**config.mk**
```make
export PLATFORM = sky130hd
export DESIGN_NAME = bpio_top
export DESIGN_NICKNAME = d
export VERILOG_FILES = /design/src/bpio_pkg.sv /design/src/bpio_pin.sv /design/src/bpio_sync.sv /design/src/bpio_top.sv
export SDC_FILE = /design/constraint.sdc
export NUM_CORES = 1
export LEC_CHECK = 0
export BUFFER_PORTS_ARGS = -buffer_cell sky130_fd_sc_hd__buf_2
export CAP_MARGIN = 5
export CORE_ASPECT_RATIO = 1.75
export CORE_MARGIN = 8
export CORE_UTILIZATION = 60
export DETAILED_ROUTE_END_ITERATION = 10
export HOLD_SLACK_MARGIN = 0.03
export PLACE_DENSITY = 0.84
export RECOVER_POWER = 100
export SKIP_LAST_GASP = 1
export SYNTH_ARGS = -nofsm -noshare
export SYNTH_HDL_FRONTEND = slang
export SYNTH_SLANG_ARGS = --single-unit
```
**constraint.sdc**
```tcl
create_clock -name clk_i -period 15.3 [get_ports clk_i]
set_input_delay 3.06 -clock clk_i [delete_from_list [all_inputs] [get_ports clk_i]]
set_output_delay 3.06 -clock clk_i [all_outputs]
set_load 0.02 [all_outputs]
```
**src/bpio_pkg.sv**
```systemverilog
// package of register offsets, reset values and field positions for the port block
package bpio_pkg;
	// ----------------------------------------------------------------
	// register bus
	// ----------------------------------------------------------------
	localparam int          BPIO_AW         = 8;
	localparam int          BPIO_DW         = 8;
	localparam logic [7:0]  BPIO_OFF_PA     = 8'h00; // port_a_data (pull-up control bit)
	localparam logic [7:0]  BPIO_OFF_PB     = 8'h01; // port_b_data
	localparam logic [7:0]  BPIO_OFF_PORT_B_DIRECTION   = 8'h02; // port_b_direction
	localparam logic [7:0]  BPIO_OFF_PFR    = 8'h03; // peripheral_flag_reg
	localparam logic [7:0]  BPIO_OFF_PER    = 8'h04; // peripheral_enable_reg
	localparam logic [7:0]  BPIO_OFF_SUM    = 8'h05; // summary / wake status
	localparam logic [7:0]  BPIO_OFF_IRQ_ST = 8'h06; // sticky interrupt status
	localparam logic [7:0]  BPIO_OFF_IRQ_EN = 8'h07; // interrupt enable
	localparam logic [7:0]  BPIO_OFF_IRQ_CL = 8'h08; // interrupt clear, write only
	localparam logic [7:0]  BPIO_OFF_PORT_C_DIRECTION   = 8'h10; // port_c_direction
	localparam logic [7:0]  BPIO_OFF_PC     = 8'h11; // port_c_data
	localparam logic [7:0]  BPIO_OFF_CTRL   = 8'h12; // port c bus mode select

	// ----------------------------------------------------------------
	// field positions and reset values
	// ----------------------------------------------------------------
	localparam int          BPIO_PU_BIT     = 7;     // pullup_enable_n in port_a_data
	localparam int          BPIO_CHG_BIT    = 7;     // pin_change_flag in peripheral_flag_reg
	localparam int          BPIO_SUM_BIT    = 0;     // peripheral_summary_flag in summary reg
	localparam int          BPIO_WAKE_BIT   = 1;     // wake request in summary reg
	localparam int          BPIO_EV_CHG     = 0;     // irq event: pin change seen
	localparam int          BPIO_EV_PER     = 1;     // irq event: summary flag rose
	localparam int          BPIO_NEV        = 2;
	localparam logic [7:0]  BPIO_DIR_RST    = 8'hFF;
	localparam logic [7:0]  BPIO_ZERO       = 8'h00;
	localparam logic [7:0]  BPIO_PA_RST     = 8'h00; // pull-ups enabled after any reset
	localparam logic [7:0]  BPIO_PFR_RST    = 8'h00;
endpackage

```
**src/bpio_pin.sv**
```systemverilog
// one 8-bit port: direction, latch, pin drive and pull-up control
`timescale 1ns/100ps
module bpio_pin #(
	parameter int         W       = 8,
	parameter logic [7:0] DIR_RST = 8'hFF
) (
	input  wire logic         clk_i,
	input  wire logic         rst_i,
	input  wire logic         dir_we_i,
	input  wire logic         lat_we_i,
	input  wire logic [W-1:0] wdata_i,
	input  wire logic [W-1:0] pins_i,
	input  wire logic         pu_en_n_i,
	output logic      [W-1:0] dir_o,
	output logic      [W-1:0] lat_o,
	output logic      [W-1:0] out_o,
	output logic      [W-1:0] oe_o,
	output logic      [W-1:0] pu_o
);
	logic [W-1:0] dir_ff;
	logic [W-1:0] lat_ff;
	logic [W-1:0] out_ff;
	logic [W-1:0] oe_ff;
	logic [W-1:0] pu_ff;
	logic [W-1:0] nxt_dir;
	logic [W-1:0] nxt_lat;

	// ------------------------------------------------------------
	// direction and latch update
	// ------------------------------------------------------------
	// whole-byte write: input pins put their own level into the latch
	always_comb begin
		nxt_dir = dir_we_i ? wdata_i : dir_ff;
		nxt_lat = lat_ff;
		if (lat_we_i) begin
			nxt_lat = (wdata_i & ~dir_ff) | (pins_i & dir_ff);
		end
	end

	// direction resets to all inputs; the latch is left as it was (no power-up
	// distinction here, so a power-up latch stays unknown until its first write)
	always_ff @(posedge clk_i or posedge rst_i) begin
		if (rst_i) begin
			dir_ff <= DIR_RST[W-1:0];
		end else begin
			dir_ff <= nxt_dir;
		end
	end

	// latch has no reset: non-power-up resets leave it unchanged
	always_ff @(posedge clk_i) begin
		lat_ff <= nxt_lat;
	end

	// ------------------------------------------------------------
	// registered pad drive and pull-ups
	// ------------------------------------------------------------
	always_ff @(posedge clk_i or posedge rst_i) begin
		if (rst_i) begin
			out_ff <= '0;
			oe_ff  <= '0;
			pu_ff  <= '0;
		end else begin
			out_ff <= nxt_lat;
			oe_ff  <= ~nxt_dir;
			pu_ff  <= nxt_dir & {W{~pu_en_n_i}};
		end
	end

	assign dir_o = dir_ff;
	assign lat_o = lat_ff;
	assign out_o = out_ff;
	assign oe_o  = oe_ff;
	assign pu_o  = pu_ff;
endmodule

```
**src/bpio_sync.sv**
```systemverilog
// two-flop synchroniser for a bus of pin levels
`timescale 1ns/100ps
module bpio_sync #(
	parameter int W = 8
) (
	input  wire logic         clk_i,
	input  wire logic         rst_i,
	input  wire logic [W-1:0] d_i,
	output logic      [W-1:0] q_o
);
	logic [W-1:0] meta_ff;
	logic [W-1:0] q_ff;

	// ------------------------------------------------------------
	// two stages; the first is read only by the second
	// ------------------------------------------------------------
	always_ff @(posedge clk_i or posedge rst_i) begin
		if (rst_i) begin
			meta_ff <= '0;
			q_ff    <= '0;
		end else begin
			meta_ff <= d_i;
			q_ff    <= meta_ff;
		end
	end

	assign q_o = q_ff;
endmodule

```
**src/bpio_top.sv**
```systemverilog
// bidirectional port b with change interrupt, plus port c with bus mode
`timescale 1ns/100ps
module bpio_top
(
	input  wire logic                        clk_i,
	input  wire logic                        rst_i,
	input  wire logic [bpio_pkg::BPIO_AW-1:0] addr_i,
	input  wire logic [bpio_pkg::BPIO_DW-1:0] wdata_i,
	input  wire logic                        wr_i,
	input  wire logic                        rd_i,
	output logic      [bpio_pkg::BPIO_DW-1:0] rdata_o,
	input  wire logic [7:0]                  port_b_pins_i,
	output logic      [7:0]                  port_b_pins_o,
	output logic      [7:0]                  port_b_pins_oe_o,
	output logic      [7:0]                  port_b_pullup_o,
	input  wire logic [7:0]                  port_c_bus_pin_i,
	output logic      [7:0]                  port_c_bus_pin_o,
	output logic      [7:0]                  port_c_bus_pin_oe_o,
	input  wire logic [7:0]                  sys_bus_addr_data_i,
	input  wire logic                        sys_bus_oe_i,
	output logic      [7:0]                  sys_bus_data_o,
	input  wire logic [6:0]                  periph_flags_i,
	output logic                             wake_o,
	output logic                             irq_o
);
	import bpio_pkg::*;

	// ----------------------------------------------------------------
	// declarations
	// ----------------------------------------------------------------
	logic [7:0]          pb_sync;
	logic [7:0]          pc_sync;
	logic [7:0]          pa_ff;
	logic [7:0]          pfr_ff;
	logic [7:0]          per_ff;
	logic [7:0]          rdata_ff;
	logic                bus_mode_ff;
	logic [BPIO_NEV-1:0] irq_st_ff;
	logic [BPIO_NEV-1:0] irq_en_ff;
	logic                irq_ff;
	logic                wake_ff;
	logic                sum_ff;
	logic [7:0]          pc_bus_out_ff;
	logic [7:0]          pc_bus_oe_ff;
	logic [7:0]          sysd_ff;
	logic [7:0]          pb_dir;
	logic [7:0]          pb_lat;
	logic [7:0]          pc_dir;
	logic [7:0]          pc_lat;
	logic [7:0]          pc_gp_out;
	logic [7:0]          pc_gp_oe;
	logic [7:0]          mismatch;
	logic                chg_any;
	logic                summary;
	logic [BPIO_NEV-1:0] ev;
	logic                wr_pa;
	logic                wr_pb;
	logic                wr_port_b_direction;
	logic                wr_pfr;
	logic                wr_per;
	logic                wr_port_c_direction;
	logic                wr_pc;
	logic [7:0]          rd_mux;

	// ----------------------------------------------------------------
	// pin synchronisers
	// ----------------------------------------------------------------
	// async key presses must not reach the comparator raw
	bpio_sync #(.W(8)) u_sync_b (
		.clk_i (clk_i),
		.rst_i (rst_i),
		.d_i   (port_b_pins_i),
		.q_o   (pb_sync)
	);

	// ttl-level pads, same two-stage treatment
	bpio_sync #(.W(8)) u_sync_c (
		.clk_i (clk_i),
		.rst_i (rst_i),
		.d_i   (port_c_bus_pin_i),
		.q_o   (pc_sync)
	);

	// ----------------------------------------------------------------
	// write decode
	// ----------------------------------------------------------------
	// one strobe, one register; unmapped offsets fall through untouched
	// and a write never stalls, so the bus needs no ready signal
	assign wr_pa   = wr_i && (addr_i == BPIO_OFF_PA);
	assign wr_pb   = wr_i && (addr_i == BPIO_OFF_PB);
	assign wr_port_b_direction = wr_i && (addr_i == BPIO_OFF_PORT_B_DIRECTION);
	assign wr_pfr  = wr_i && (addr_i == BPIO_OFF_PFR);
	assign wr_per  = wr_i && (addr_i == BPIO_OFF_PER);
	assign wr_port_c_direction = wr_i && (addr_i == BPIO_OFF_PORT_C_DIRECTION);
	assign wr_pc   = wr_i && (addr_i == BPIO_OFF_PC);

	// ----------------------------------------------------------------
	// port instances
	// ----------------------------------------------------------------
	// port b: latch written at the end of the write cycle, merged with pins
	bpio_pin #(.W(8), .DIR_RST(BPIO_DIR_RST)) u_port_b (
		.clk_i     (clk_i),
		.rst_i     (rst_i),
		.dir_we_i  (wr_port_b_direction),
		.lat_we_i  (wr_pb),
		.wdata_i   (wdata_i),
		.pins_i    (pb_sync),
		.pu_en_n_i (pa_ff[BPIO_PU_BIT]),
		.dir_o     (pb_dir),
		.lat_o     (pb_lat),
		.out_o     (port_b_pins_o),
		.oe_o      (port_b_pins_oe_o),
		.pu_o      (port_b_pullup_o)
	);

	// port c has no pull-ups; tie the control inactive
	bpio_pin #(.W(8), .DIR_RST(BPIO_DIR_RST)) u_port_c (
		.clk_i     (clk_i),
		.rst_i     (rst_i),
		.dir_we_i  (wr_port_c_direction),
		.lat_we_i  (wr_pc),
		.wdata_i   (wdata_i),
		.pins_i    (pc_sync),
		.pu_en_n_i (1'b1),
		.dir_o     (pc_dir),
		.lat_o     (pc_lat),
		.out_o     (pc_gp_out),
		.oe_o      (pc_gp_oe),
		.pu_o      ()
	);

	// ----------------------------------------------------------------
	// port a control byte and port c bus mode
	// ----------------------------------------------------------------
	// pull-up control comes out of every reset in its enabling state
	always_ff @(posedge clk_i or posedge rst_i) begin
		if (rst_i) begin
			pa_ff <= BPIO_PA_RST;
		end else if (wr_pa) begin
			pa_ff <= wdata_i;
		end
	end

	always_ff @(posedge clk_i or posedge rst_i) begin
		if (rst_i) begin
			bus_mode_ff <= 1'b0;
		end else if (wr_i && (addr_i == BPIO_OFF_CTRL)) begin
			bus_mode_ff <= wdata_i[0];
		end
	end

	// bus mode hands the pads to the system bus, else general I/O
	always_ff @(posedge clk_i or posedge rst_i) begin
		if (rst_i) begin
			pc_bus_out_ff <= BPIO_ZERO;
			pc_bus_oe_ff  <= BPIO_ZERO;
			sysd_ff       <= BPIO_ZERO;
		end else begin
			pc_bus_out_ff <= bus_mode_ff ? sys_bus_addr_data_i : pc_gp_out;
			pc_bus_oe_ff  <= bus_mode_ff ? {8{sys_bus_oe_i}} : pc_gp_oe;
			sysd_ff       <= pc_sync;
		end
	end

	// ----------------------------------------------------------------
	// change detector and peripheral flags
	// ----------------------------------------------------------------
	// outputs masked out; compare inputs against the latch
	assign mismatch = (pb_sync ^ pb_lat) & pb_dir;
	assign chg_any  = |mismatch;
	assign summary  = |(pfr_ff & per_ff);

	// hardware set wins over a software clear while mismatch lasts
	always_ff @(posedge clk_i or posedge rst_i) begin
		if (rst_i) begin
			pfr_ff <= BPIO_PFR_RST;
		end else begin
			if (wr_pfr) begin
				pfr_ff <= wdata_i;
			end
			pfr_ff[6:0] <= wr_pfr ? (wdata_i[6:0] | periph_flags_i) : (pfr_ff[6:0] | periph_flags_i);
			if (chg_any) begin
				pfr_ff[BPIO_CHG_BIT] <= 1'b1;
			end else if (wr_pfr) begin
				pfr_ff[BPIO_CHG_BIT] <= wdata_i[BPIO_CHG_BIT];
			end
		end
	end

	always_ff @(posedge clk_i or posedge rst_i) begin
		if (rst_i) begin
			per_ff <= BPIO_ZERO;
		end else if (wr_per) begin
			per_ff <= wdata_i;
		end
	end

	// wake is level, valid even while the core sleeps
	always_ff @(posedge clk_i or posedge rst_i) begin
		if (rst_i) begin
			wake_ff <= 1'b0;
			sum_ff  <= 1'b0;
		end else begin
			wake_ff <= pfr_ff[BPIO_CHG_BIT] & per_ff[BPIO_CHG_BIT];
			sum_ff  <= summary;
		end
	end

	// ----------------------------------------------------------------
	// interrupt status, enable, clear
	// ----------------------------------------------------------------
	assign ev[BPIO_EV_CHG] = chg_any;
	assign ev[BPIO_EV_PER] = summary & ~sum_ff;

	// set beats clear in the same cycle
	always_ff @(posedge clk_i or posedge rst_i) begin
		if (rst_i) begin
			irq_st_ff <= '0;
		end else begin
			if (wr_i && (addr_i == BPIO_OFF_IRQ_CL)) begin
				irq_st_ff <= (irq_st_ff & ~wdata_i[BPIO_NEV-1:0]) | ev;
			end else begin
				irq_st_ff <= irq_st_ff | ev;
			end
		end
	end

	always_ff @(posedge clk_i or posedge rst_i) begin
		if (rst_i) begin
			irq_en_ff <= '0;
			irq_ff    <= 1'b0;
		end else begin
			if (wr_i && (addr_i == BPIO_OFF_IRQ_EN)) begin
				irq_en_ff <= wdata_i[BPIO_NEV-1:0];
			end
			irq_ff <= |(irq_st_ff & irq_en_ff);
		end
	end

	// ----------------------------------------------------------------
	// read path
	// ----------------------------------------------------------------
	// data reads show pins sampled before any same-cycle write lands
	always_comb begin
		rd_mux = BPIO_ZERO;
		case (addr_i)
			BPIO_OFF_PA:     rd_mux = pa_ff;
			BPIO_OFF_PB:     rd_mux = pb_sync;
			BPIO_OFF_PORT_B_DIRECTION:   rd_mux = pb_dir;
			BPIO_OFF_PFR:    rd_mux = pfr_ff;
			BPIO_OFF_PER:    rd_mux = per_ff;
			BPIO_OFF_SUM:    rd_mux = {6'h00, wake_ff, summary};
			BPIO_OFF_IRQ_ST: rd_mux = {6'h00, irq_st_ff};
			BPIO_OFF_IRQ_EN: rd_mux = {6'h00, irq_en_ff};
			BPIO_OFF_PORT_C_DIRECTION:   rd_mux = pc_dir;
			BPIO_OFF_PC:     rd_mux = pc_sync;
			BPIO_OFF_CTRL:   rd_mux = {7'h00, bus_mode_ff};
			default:         rd_mux = BPIO_ZERO;
		endcase
	end

	always_ff @(posedge clk_i or posedge rst_i) begin
		if (rst_i) begin
			rdata_ff <= BPIO_ZERO;
		end else begin
			rdata_ff <= rd_i ? rd_mux : BPIO_ZERO;
		end
	end

	assign rdata_o             = rdata_ff;
	assign port_c_bus_pin_o    = pc_bus_out_ff;
	assign port_c_bus_pin_oe_o = pc_bus_oe_ff;
	assign sys_bus_data_o      = sysd_ff;
	assign wake_o              = wake_ff;
	assign irq_o               = irq_ff;

	// ----------------------------------------------------------------
	// checks
	// ----------------------------------------------------------------
	// pad side: pull-ups and drive enables follow the direction register
	pullup_off_out_a: assert property (@(posedge clk_i) disable iff (rst_i)
		(port_b_pins_oe_o != BPIO_ZERO) |-> ((port_b_pins_oe_o & port_b_pullup_o) == BPIO_ZERO))
		else $error("pull-up on while driving");
	pullup_on_in_a: assert property (@(posedge clk_i) disable iff (rst_i)
		!pa_ff[BPIO_PU_BIT] |=> (port_b_pullup_o == pb_dir))
		else $error("pull-ups not on for inputs");
	dir_oe_a: assert property (@(posedge clk_i) disable iff (rst_i)
		1'b1 |=> (port_b_pins_oe_o == ~pb_dir))
		else $error("enable disagrees with direction");
	// change detector: a set survives a clear only while the mismatch lasts
	flag_hold_a: assert property (@(posedge clk_i) disable iff (rst_i)
		chg_any |=> pfr_ff[BPIO_CHG_BIT])
		else $error("mismatch did not set flag");
	flag_clear_a: assert property (@(posedge clk_i) disable iff (rst_i)
		(wr_pfr && !wdata_i[BPIO_CHG_BIT] && !chg_any) |=> !pfr_ff[BPIO_CHG_BIT])
		else $error("flag clear ignored");
	mask_out_a: assert property (@(posedge clk_i) disable iff (rst_i)
		(pb_dir == BPIO_ZERO) |-> !chg_any)
		else $error("output pin compared");
	// latch merge on every port write, both ports alike
	rmw_latch_a: assert property (@(posedge clk_i) disable iff (rst_i)
		wr_pb |=> (pb_lat == (($past(wdata_i) & ~$past(pb_dir)) | ($past(pb_sync) & $past(pb_dir)))))
		else $error("latch not merged with pins");
	pc_rmw_a: assert property (@(posedge clk_i) disable iff (rst_i)
		wr_pc |=> (pc_lat == (($past(wdata_i) & ~$past(pc_dir)) | ($past(pc_sync) & $past(pc_dir)))))
		else $error("port c latch not merged");
	// read path: data stand one cycle after the strobe, zero otherwise
	read_pins_a: assert property (@(posedge clk_i) disable iff (rst_i)
		(rd_i && addr_i == BPIO_OFF_PB) |=> (rdata_o == $past(pb_sync)))
		else $error("read did not return pins");
	rd_idle_a: assert property (@(posedge clk_i) disable iff (rst_i)
		!rd_i |=> (rdata_o == BPIO_ZERO))
		else $error("read data without strobe");
	// summary, wake and interrupt levels lag their sources by one edge
	summary_a: assert property (@(posedge clk_i) disable iff (rst_i)
		(|(pfr_ff & per_ff)) |=> sum_ff)
		else $error("summary flag missing");
	wake_a: assert property (@(posedge clk_i) disable iff (rst_i)
		(pfr_ff[BPIO_CHG_BIT] && per_ff[BPIO_CHG_BIT]) |=> wake_o)
		else $error("no wake on pin change");
	wake_drop_a: assert property (@(posedge clk_i) disable iff (rst_i)
		!(pfr_ff[BPIO_CHG_BIT] && per_ff[BPIO_CHG_BIT]) |=> !wake_o)
		else $error("wake without pin change");
	irq_level_a: assert property (@(posedge clk_i) disable iff (rst_i)
		1'b1 |=> (irq_o == $past(|(irq_st_ff & irq_en_ff))))
		else $error("interrupt level wrong");
endmodule

```
==> key figures, run 1 <==
Critical path
  • RR Startpoint: bus_mode_ff
  • Flop2flop setup slack: 13.61 ns
  • Critical Path End Type: asynchronous set/reset pin
  • Worst setup SP type: input pin
  • FF-to-FF path depth: 4
  • CP Max Fanout: 98
  • Req. time, crit path: 15.23 ns
  • R2r endpoint: rdata_o[0]
  • Crit path DAT: 7.60 ns
  • Setup CP Type: in -> async

Global route
  • First-pass GRT wire length: 23,500 um
  • Largest net degree at the start of global routing: 99
  • Number of global-route vias before repair: 4,462
  • Total gr overflow: 0
  • Total GRT Usage: 21.6%
  • Antenna violations before repair: 1

Logic synthesis
  • Mean Syn Cell Area: 13.7 um2
  • Yosys top cell area share: 53.0%
  • Primary FF master, synth: dfrtp_1
  • Synth top area cells: dfrtp_1 53%, mux2_2 9.1%, dfstp_2 6.5%, mux2i_1 6.4%, dfxtp_1 5.0%
  • Multiplexer share of the synthesized area: 15.9%
  • Post-synthesis sequential area ratio: 64.5%
  • Number of flops mapped to enable cells by yosys: 0
  • Post-synthesis compound-gate area fraction: 7.25%
  • Post-Syn Area: 6420 um2
  • Post-Synth Simple-Gate Area: 8.03%
  • Cells after synthesis: 468
  • Largest family of logic cells by synthesized area: multiplexers
  • FF+latch count, synth: 168
  • Syn_nets: 520
  • Post-synth ARST share: 90.5%
  • Synth warn: 0
  • Synth Area in Adders: 0%
  • Xor-xnor portion of the synthesized cell area: 1.09%
  • Synth area leader: dfrtp_1
  • Distinct cells, synth: 52

Floorplan
  • Top Ports: 110
  • Core area: 10,600 um2
  • Die area: 14,400 um2
  • Std-Cell Rows: 50
  • Die height: 153 um
  • Initial Util: 60.7%
  • Chip width: 94.2 um

STA
  • Fin crit share: 50.1%
  • Relative slew margins: -175%
  • Final Skew: 0.0113 ns
  • RSZ-0062 raised after global routing: no
  • Setup Viol. Count Final: 0
  • Final-report hold violation count: 0
  • Min Clock Period, post-route: 7.67 ns
  • Max-slew violations: 181
  • Post-route setup TNS: 0 ns
  • Worst slew pin tran: 4.11 ns
  • Fmax: 130 MHz

Placement
  • RePlAce Congestion: 0.933
  • HPWL Detailed: 10,600 um
  • Placed cells: 683
  • Port buffer count: 109

CTS
  • Max clock buf depth: 2
  • CTS tree: built
  • Skew-Pair Late Insertion Delay: 0.43 ns
  • H-tree depth: 4
  • CTS Hold Bufs: 0
  • CTS sink count: 168
  • Cts bufs inserted: 17
  • Post-CTS Setup Bufs: 0
  • Root buffer cell: clkbuf_16
  • Clock-pin slew on the worst setup and hold paths: 0.06 ns
  • Post_cts resized: 0

Final layout
  • Synth-to-Final Area Change: 17.4%
  • Layout cells sized above 1: 25.3%
  • Diodes inserted: 0
  • Fillers: 759
  • Non-filler cells, final: 715
  • Nets: 624

Status
  • Failing checks: capacitance limit, slew limit
  • Outcome: finished with violations

Hold path
  • Hold_sp: u_sync_b.meta_ff[7]
  • Hold endpoint: u_sync_b.q_o[7]
  • Tightest Hold Check Type: reg -> reg
  • Hold path cells: 0

Drt
  • Post-route DRC: 0
  • DR vias/cell: 5.76
  • Post-DR wirelength/cell: 20.9 um
  • DR pass1 iterations: 5
  • Final WL: 14,900 um
  • ANT nets after route: 0
  • Routed via count: 4,120
  • Initial DRC Count: 344

Job
  • Maxcap violations: 4

Pwr
  • Pleak: 3.44 nW
  • Power density cells: 134 nW/um2
  • Peak VDD IR: 0.129 mV
## through the flow
stage                     utilization, %  hold slack [ns]  area [um2]  power (mW)  setup slack, ns
final                               71.3            0.340        7540        1.01             7.63
after global routing                71.3            0.346        7540        1.04             6.50
after CTS                           72.4            0.342        7660        1.02            10.23
after detailed placement            66.4            0.335        7020       0.561             9.80
after global placement              66.4            0.332        7020       0.557             9.87
after floorplan                        -            0.331        6420       0.530             8.17
## synthesized netlist by cell type (9+ instances only)
cell type / number
inv_1: 22
a211o_1: 9
mux2i_1: 41
buf_2: 9
clkbuf_1: 10
dfrtp_1: 136
dfxtp_1: 16
mux2_2: 52
nand2_1: 12
o21ai_0: 9
a22oi_1: 11
nor2b_1: 13
nor2_1: 14
dfstp_2: 16
## power breakdown
part           switching [mW]  internal [mW]  total [mW]
clock                   0.180          0.278       0.458
combinational          0.0445         0.0245      0.0690
sequential             0.0131          0.467       0.480
## cell usage in the layout (no fill, tap or decap), types with 10 or more instances in the layout
cell type,n
o21ai_0,17
a22oi_1,11
clkbuf_16,17
dfrtp_1,136
nor3_1,10
inv_1,21
nand2_1,12
nor2_1,14
mux2i_1,41
buf_2,49
mux2_2,46
clkbuf_1,62
dfstp_2,16
nor2b_1,13
dfxtp_1,16
## layout make-up
cell class / count / area (um2) / share of cell area [%]
inverter: 22 / 83.8 / 1.11
sequential: 168 / 4140 / 55.0
timing repair buffer: 110 / 474 / 6.29
clock inverter: 14 / 210 / 2.79
tap: 130 / 163 / 2.16
clock buffer: 18 / 429 / 5.69
multi-input combinational: 253 / 2030 / 27.0
## cell families after synthesis
kind of cell / after synthesis
compound gates: 64
xor+xnor: 8
buf+inv: 47
flops: 168
mux: 94
simple gates: 87
## routing by layer
| layer | up-vias | track usage, % | wire length, um |
|---|---|---|---|
| met5 | - | 0 | 8 |
| met4 | 2 | 13.2 | 671 |
| met3 | 46 | 5.59 | 939 |
| met2 | 172 | 36.5 | 8030 |
| met1 | 2036 | 23.2 | 5280 |
| li1 | 1864 | - | - |
## worst max path at each step
stage,startpoint,endpoint,slack (ns),cells after the start
finish,rst_i,u_sync_c.q_o[7],7.63,3
global route,rst_i,u_sync_c.q_o[1],6.50,3
CTS,addr_i[1],u_port_c.dir_o[6],10.23,4
detailed placement,addr_i[1],u_port_c.dir_o[2],9.80,4
global placement,addr_i[1],u_port_c.dir_o[1],9.87,4
floorplan,rst_i,bus_mode_ff,8.17,1
## critical path, stage by stage
cell	delay, ns
buf_2	0.10
clkinvlp_2	2.28
clkbuf_1	2.09
Note: power is estimated with default switching activity, not from simulation.
==> run 2, diff against run 1 <==
--- a/config.mk
+++ b/config.mk
@@ -5,14 +5,15 @@
 export SDC_FILE = /design/constraint.sdc
 export NUM_CORES = 1
 export LEC_CHECK = 0
+export ABC_AREA = 1
 export BUFFER_PORTS_ARGS = -buffer_cell sky130_fd_sc_hd__buf_2
 export CAP_MARGIN = 5
 export CORE_ASPECT_RATIO = 1.75
 export CORE_MARGIN = 8
-export CORE_UTILIZATION = 60
+export CORE_UTILIZATION = 56
 export DETAILED_ROUTE_END_ITERATION = 10
 export HOLD_SLACK_MARGIN = 0.03
-export PLACE_DENSITY = 0.84
+export PLACE_DENSITY = 0.79
 export RECOVER_POWER = 100
 export SKIP_LAST_GASP = 1
 export SYNTH_ARGS = -nofsm -noshare
==> constraint.sdc (replaced) <==
create_clock -name clk_i -period 7.65 [get_ports clk_i]
set_input_delay 1.53 -clock clk_i [delete_from_list [all_inputs] [get_ports clk_i]]
set_output_delay 1.53 -clock clk_i [all_outputs]
set_load 0.02 [all_outputs]
==> key figures, run 2 <==
Critical path
  • Crit path DAT: 4.74 ns (was 7.60 ns)
  • Worst path cell trace: clkbuf_1 > inv_2 > nand2_1 > nor2_1 > and2_0 > nand2_1 > o21ai_0 > inv_1 (was buf_2 > clkinvlp_2 > clkbuf_1)
  • FF-to-FF path depth: 6 (was 4)
  • Cell family with most CP delay: simple AND/OR/NAND/NOR gates (was buffers and inverters)
  • Crit-path max cell delay: 1.10 ns (was 2.28 ns)
  • Slowest CP cell: nor2_1 (was clkinvlp_2)
  • Stages on worst setup path: 8 (was 3)
  • CP most frequent cell: nand2_1
  • Worst setup SP type: input pin (unchanged)
  • CP Buf/Inv Count: 3 (unchanged)
  • Req. time, crit path: 7.97 ns (was 15.23 ns)
  • CP Max Fanout: 26 (was 98)
  • Setup CP Type: in -> reg (was in -> async)
  • Critical Path End Type: register (was asynchronous set/reset pin)

Global route
  • Total gr overflow: 0 (unchanged)
  • First-pass GRT wire length: 25,600 um (was 23,500 um)
  • Total GRT Usage: 21.4% (was 21.6%)
  • Number of global-route vias before repair: 5,056 (was 4,462)
  • Largest net degree at the start of global routing: 96 (was 99)
  • Antenna violations before repair: 0 (was 1)

Drt
  • DR vias/cell: 5.35 (was 5.76)
  • Initial DRC Count: 289 (was 344)
  • DR pass1 iterations: 5 (unchanged)
  • Post-route DRC: 0 (unchanged)
  • Routed via count: 4,875 (was 4,120)
  • ANT nets after route: 0 (unchanged)
  • Post-DR wirelength/cell: 17.6 um (was 20.9 um)
  • Final WL: 16,000 um (was 14,900 um)

Floorplan
  • Core area: 11,500 um2 (was 10,600 um2)
  • Chip width: 97.5 um (was 94.2 um)
  • Initial Util: 56.8% (was 60.7%)
  • Std-Cell Rows: 52 (was 50)
  • Top Ports: 110 (unchanged)
  • Die height: 159 um (was 153 um)
  • Die area: 15,500 um2 (was 14,400 um2)

Logic synthesis
  • Synth area leader: dfrtp_1 (unchanged)
  • Cells after synthesis: 648 (was 468)
  • Mean Syn Cell Area: 10.0 um2 (was 13.7 um2)
  • Most numerous cell in the Yosys netlist: nand2_1 (was dfrtp_1)
  • FF+latch count, synth: 168 (unchanged)
  • Post-synthesis sequential area ratio: 63.7% (was 64.5%)
  • Post-Syn Area: 6500 um2 (was 6420 um2)
  • Primary FF master, synth: dfrtp_1 (unchanged)
  • Synth warn: 0 (unchanged)
  • Post-synth ARST share: 90.5% (unchanged)
  • Synth cell count leaders: 160 x nand2_1, 136 x dfrtp_1, 67 x inv_1, 56 x o21ai_0, 54 x nor2_1 (was 136 x dfrtp_1, 52 x mux2_2, 41 x mux2i_1, 22 x inv_1)
  • Number of flops mapped to enable cells by yosys: 0 (unchanged)
  • Distinct cells, synth: 35 (was 52)
  • Synth top area cells: dfrtp_1 52%, nand2_1 9.2%, dfstp_2 6.5%, dfxtp_1 4.9%, o21ai_0 4.3% (was dfrtp_1 53%, mux2_2 9.1%, dfstp_2 6.5%, mux2i_1 6.4%, dfxtp_1 5.0%)
  • Syn_nets: 700 (was 520)
  • Yosys top cell area share: 52.3% (was 53.0%)

Final layout
  • Final core occ: 65.6% (was 71.3%)
  • Layout cells sized above 1: 16.0% (was 25.3%)
  • Diodes inserted: 0 (unchanged)
  • Commonest non-fill, non-tap cell in the layout: nand2_1 (was dfrtp_1)
  • Nets: 815 (was 624)
  • Non-filler cells, final: 911 (was 715)
  • Most frequent cells in the layout: 167 x nand2_1, 136 x dfrtp_1, 68 x inv_1, 68 x o21ai_0, 61 x clkbuf_1 (was 136 x dfrtp_1, 62 x clkbuf_1, 49 x buf_2)
  • Synth-to-Final Area Change: 15.5% (was 17.4%)

STA
  • Min Clock Period, post-route: 4.42 ns
  • Setup Viol. Count Final: 0 (unchanged)
  • Final Skew: 0.00607 ns (was 0.0113 ns)
  • Hold slack: 0.348 ns (was 0.340 ns)
  • Relative slew margins: -162% (was -175%)
  • Final-report hold violation count: 0 (unchanged)
  • Post-route setup TNS: 0 ns (unchanged)
  • Worst slew pin tran: 3.91 ns (was 4.11 ns)
  • RSZ-0062 raised after global routing: no (unchanged)
  • Fmax: 226 MHz
  • Fin crit share: 57.7%
  • Max-slew violations: 96 (was 181)

CTS
  • CTS tree: built (unchanged)
  • Root buffer cell: clkbuf_16 (unchanged)
  • Max clock buf depth: 2 (unchanged)
  • Post-CTS Setup Bufs: 0 (unchanged)
  • H-tree depth: 4 (unchanged)
  • Cts bufs inserted: 17 (unchanged)
  • CTS sink count: 168 (unchanged)
  • Clock-pin slew on the worst setup and hold paths: 0.06 ns (about the same)
  • Skew-Pair Late Insertion Delay: 0.42 ns (was 0.43 ns)
  • Post_cts resized: 0 (unchanged)
  • CTS Hold Bufs: 0 (unchanged)

Pwr
  • Peak VDD IR: 0.192 mV (was 0.129 mV)
  • Pleak: 3.64 nW (was 3.44 nW)
  • Power density cells: 265 nW/um2 (was 134 nW/um2)
  • Total power: 1.99 mW (was 1.01 mW)

Status
  • Outcome: finished with violations (unchanged)
  • Failing checks: capacitance limit, slew limit (unchanged)

Placement
  • Port buffer count: 109 (unchanged)
  • RePlAce Congestion: 0.913 (was 0.933)
  • Placed cells: 879 (was 683)
  • HPWL Detailed: 11,800 um (was 10,600 um)

Hold path
  • Hold path cells: 0 (unchanged)
  • Tightest Hold Check Type: reg -> reg (unchanged)

Job
  • Maxcap violations: 1 (was 4)
==> run 2: per-stage QoR <==
stage | worst slack (ns) | area, um2
finish | 3.23 | 7510
global route | 2.60 | 7510
CTS | 5.02 | 7740
detailed placement | 4.58 | 7120
global placement | 4.65 | 7120
floorplan | 2.05 | 6500
==> run 2: cell type report <==
type,instances,area [um2]
Tap cell,135,169
Fill cell,937,3940
Sequential cell,168,4140
Multi-Input combinational cell,390,1810
Inverter,76,287
Clock inverter,12,156
Clock buffer,20,467
Timing Repair Buffer,110,477
==> run 2: kinds of logic (layout without fill, tap and decap cells) <==
group	Yosys count	in the layout	synth area share, %
compound gates	108	108	10.1
flops	168	168	63.7
buf+inv	90	218	6.12
simple gates	282	282	20.1
==> run 2: report_power, final <==
group	leakage, nW	switching [mW]	internal, mW	total, mW
Sequential	1.98	0.0258	0.942	0.968
Clock	0.309	0.360	0.519	0.878
Combinational	1.35	0.106	0.0414	0.147
Total	3.64	0.491	1.50	1.99
==> run 2: final timing paths <==
check                                    start                  end  slack [ns]
setup / recovery                     addr_i[6]    u_port_b.dir_o[1]        3.23
hold / removal             u_sync_b.meta_ff[5]      u_sync_b.q_o[5]        0.35
setup reg to reg               u_sync_b.q_o[2]            pfr_ff[7]        6.28
hold reg to reg            u_sync_b.meta_ff[5]      u_sync_b.q_o[5]        0.35
max in group asynchronous                rst_i     u_port_c.oe_o[7]        3.33
min in group asynchronous                rst_i  u_sync_c.meta_ff[7]        2.27
==> run 2: per-layer routing <==
| metal | vias to the layer above | part of all wire (%) | wire (um) | GRT usage [%] |
|---|---|---|---|---|
| met5 | - | 0 | 0 | 0 |
| met4 | 0 | 4.4 | 707 | 10.1 |
| met3 | 56 | 5.9 | 950 | 5.56 |
| met2 | 207 | 54 | 8700 | 39.9 |
| met1 | 2344 | 35 | 5670 | 21.7 |
| li1 | 2268 | - | - | - |
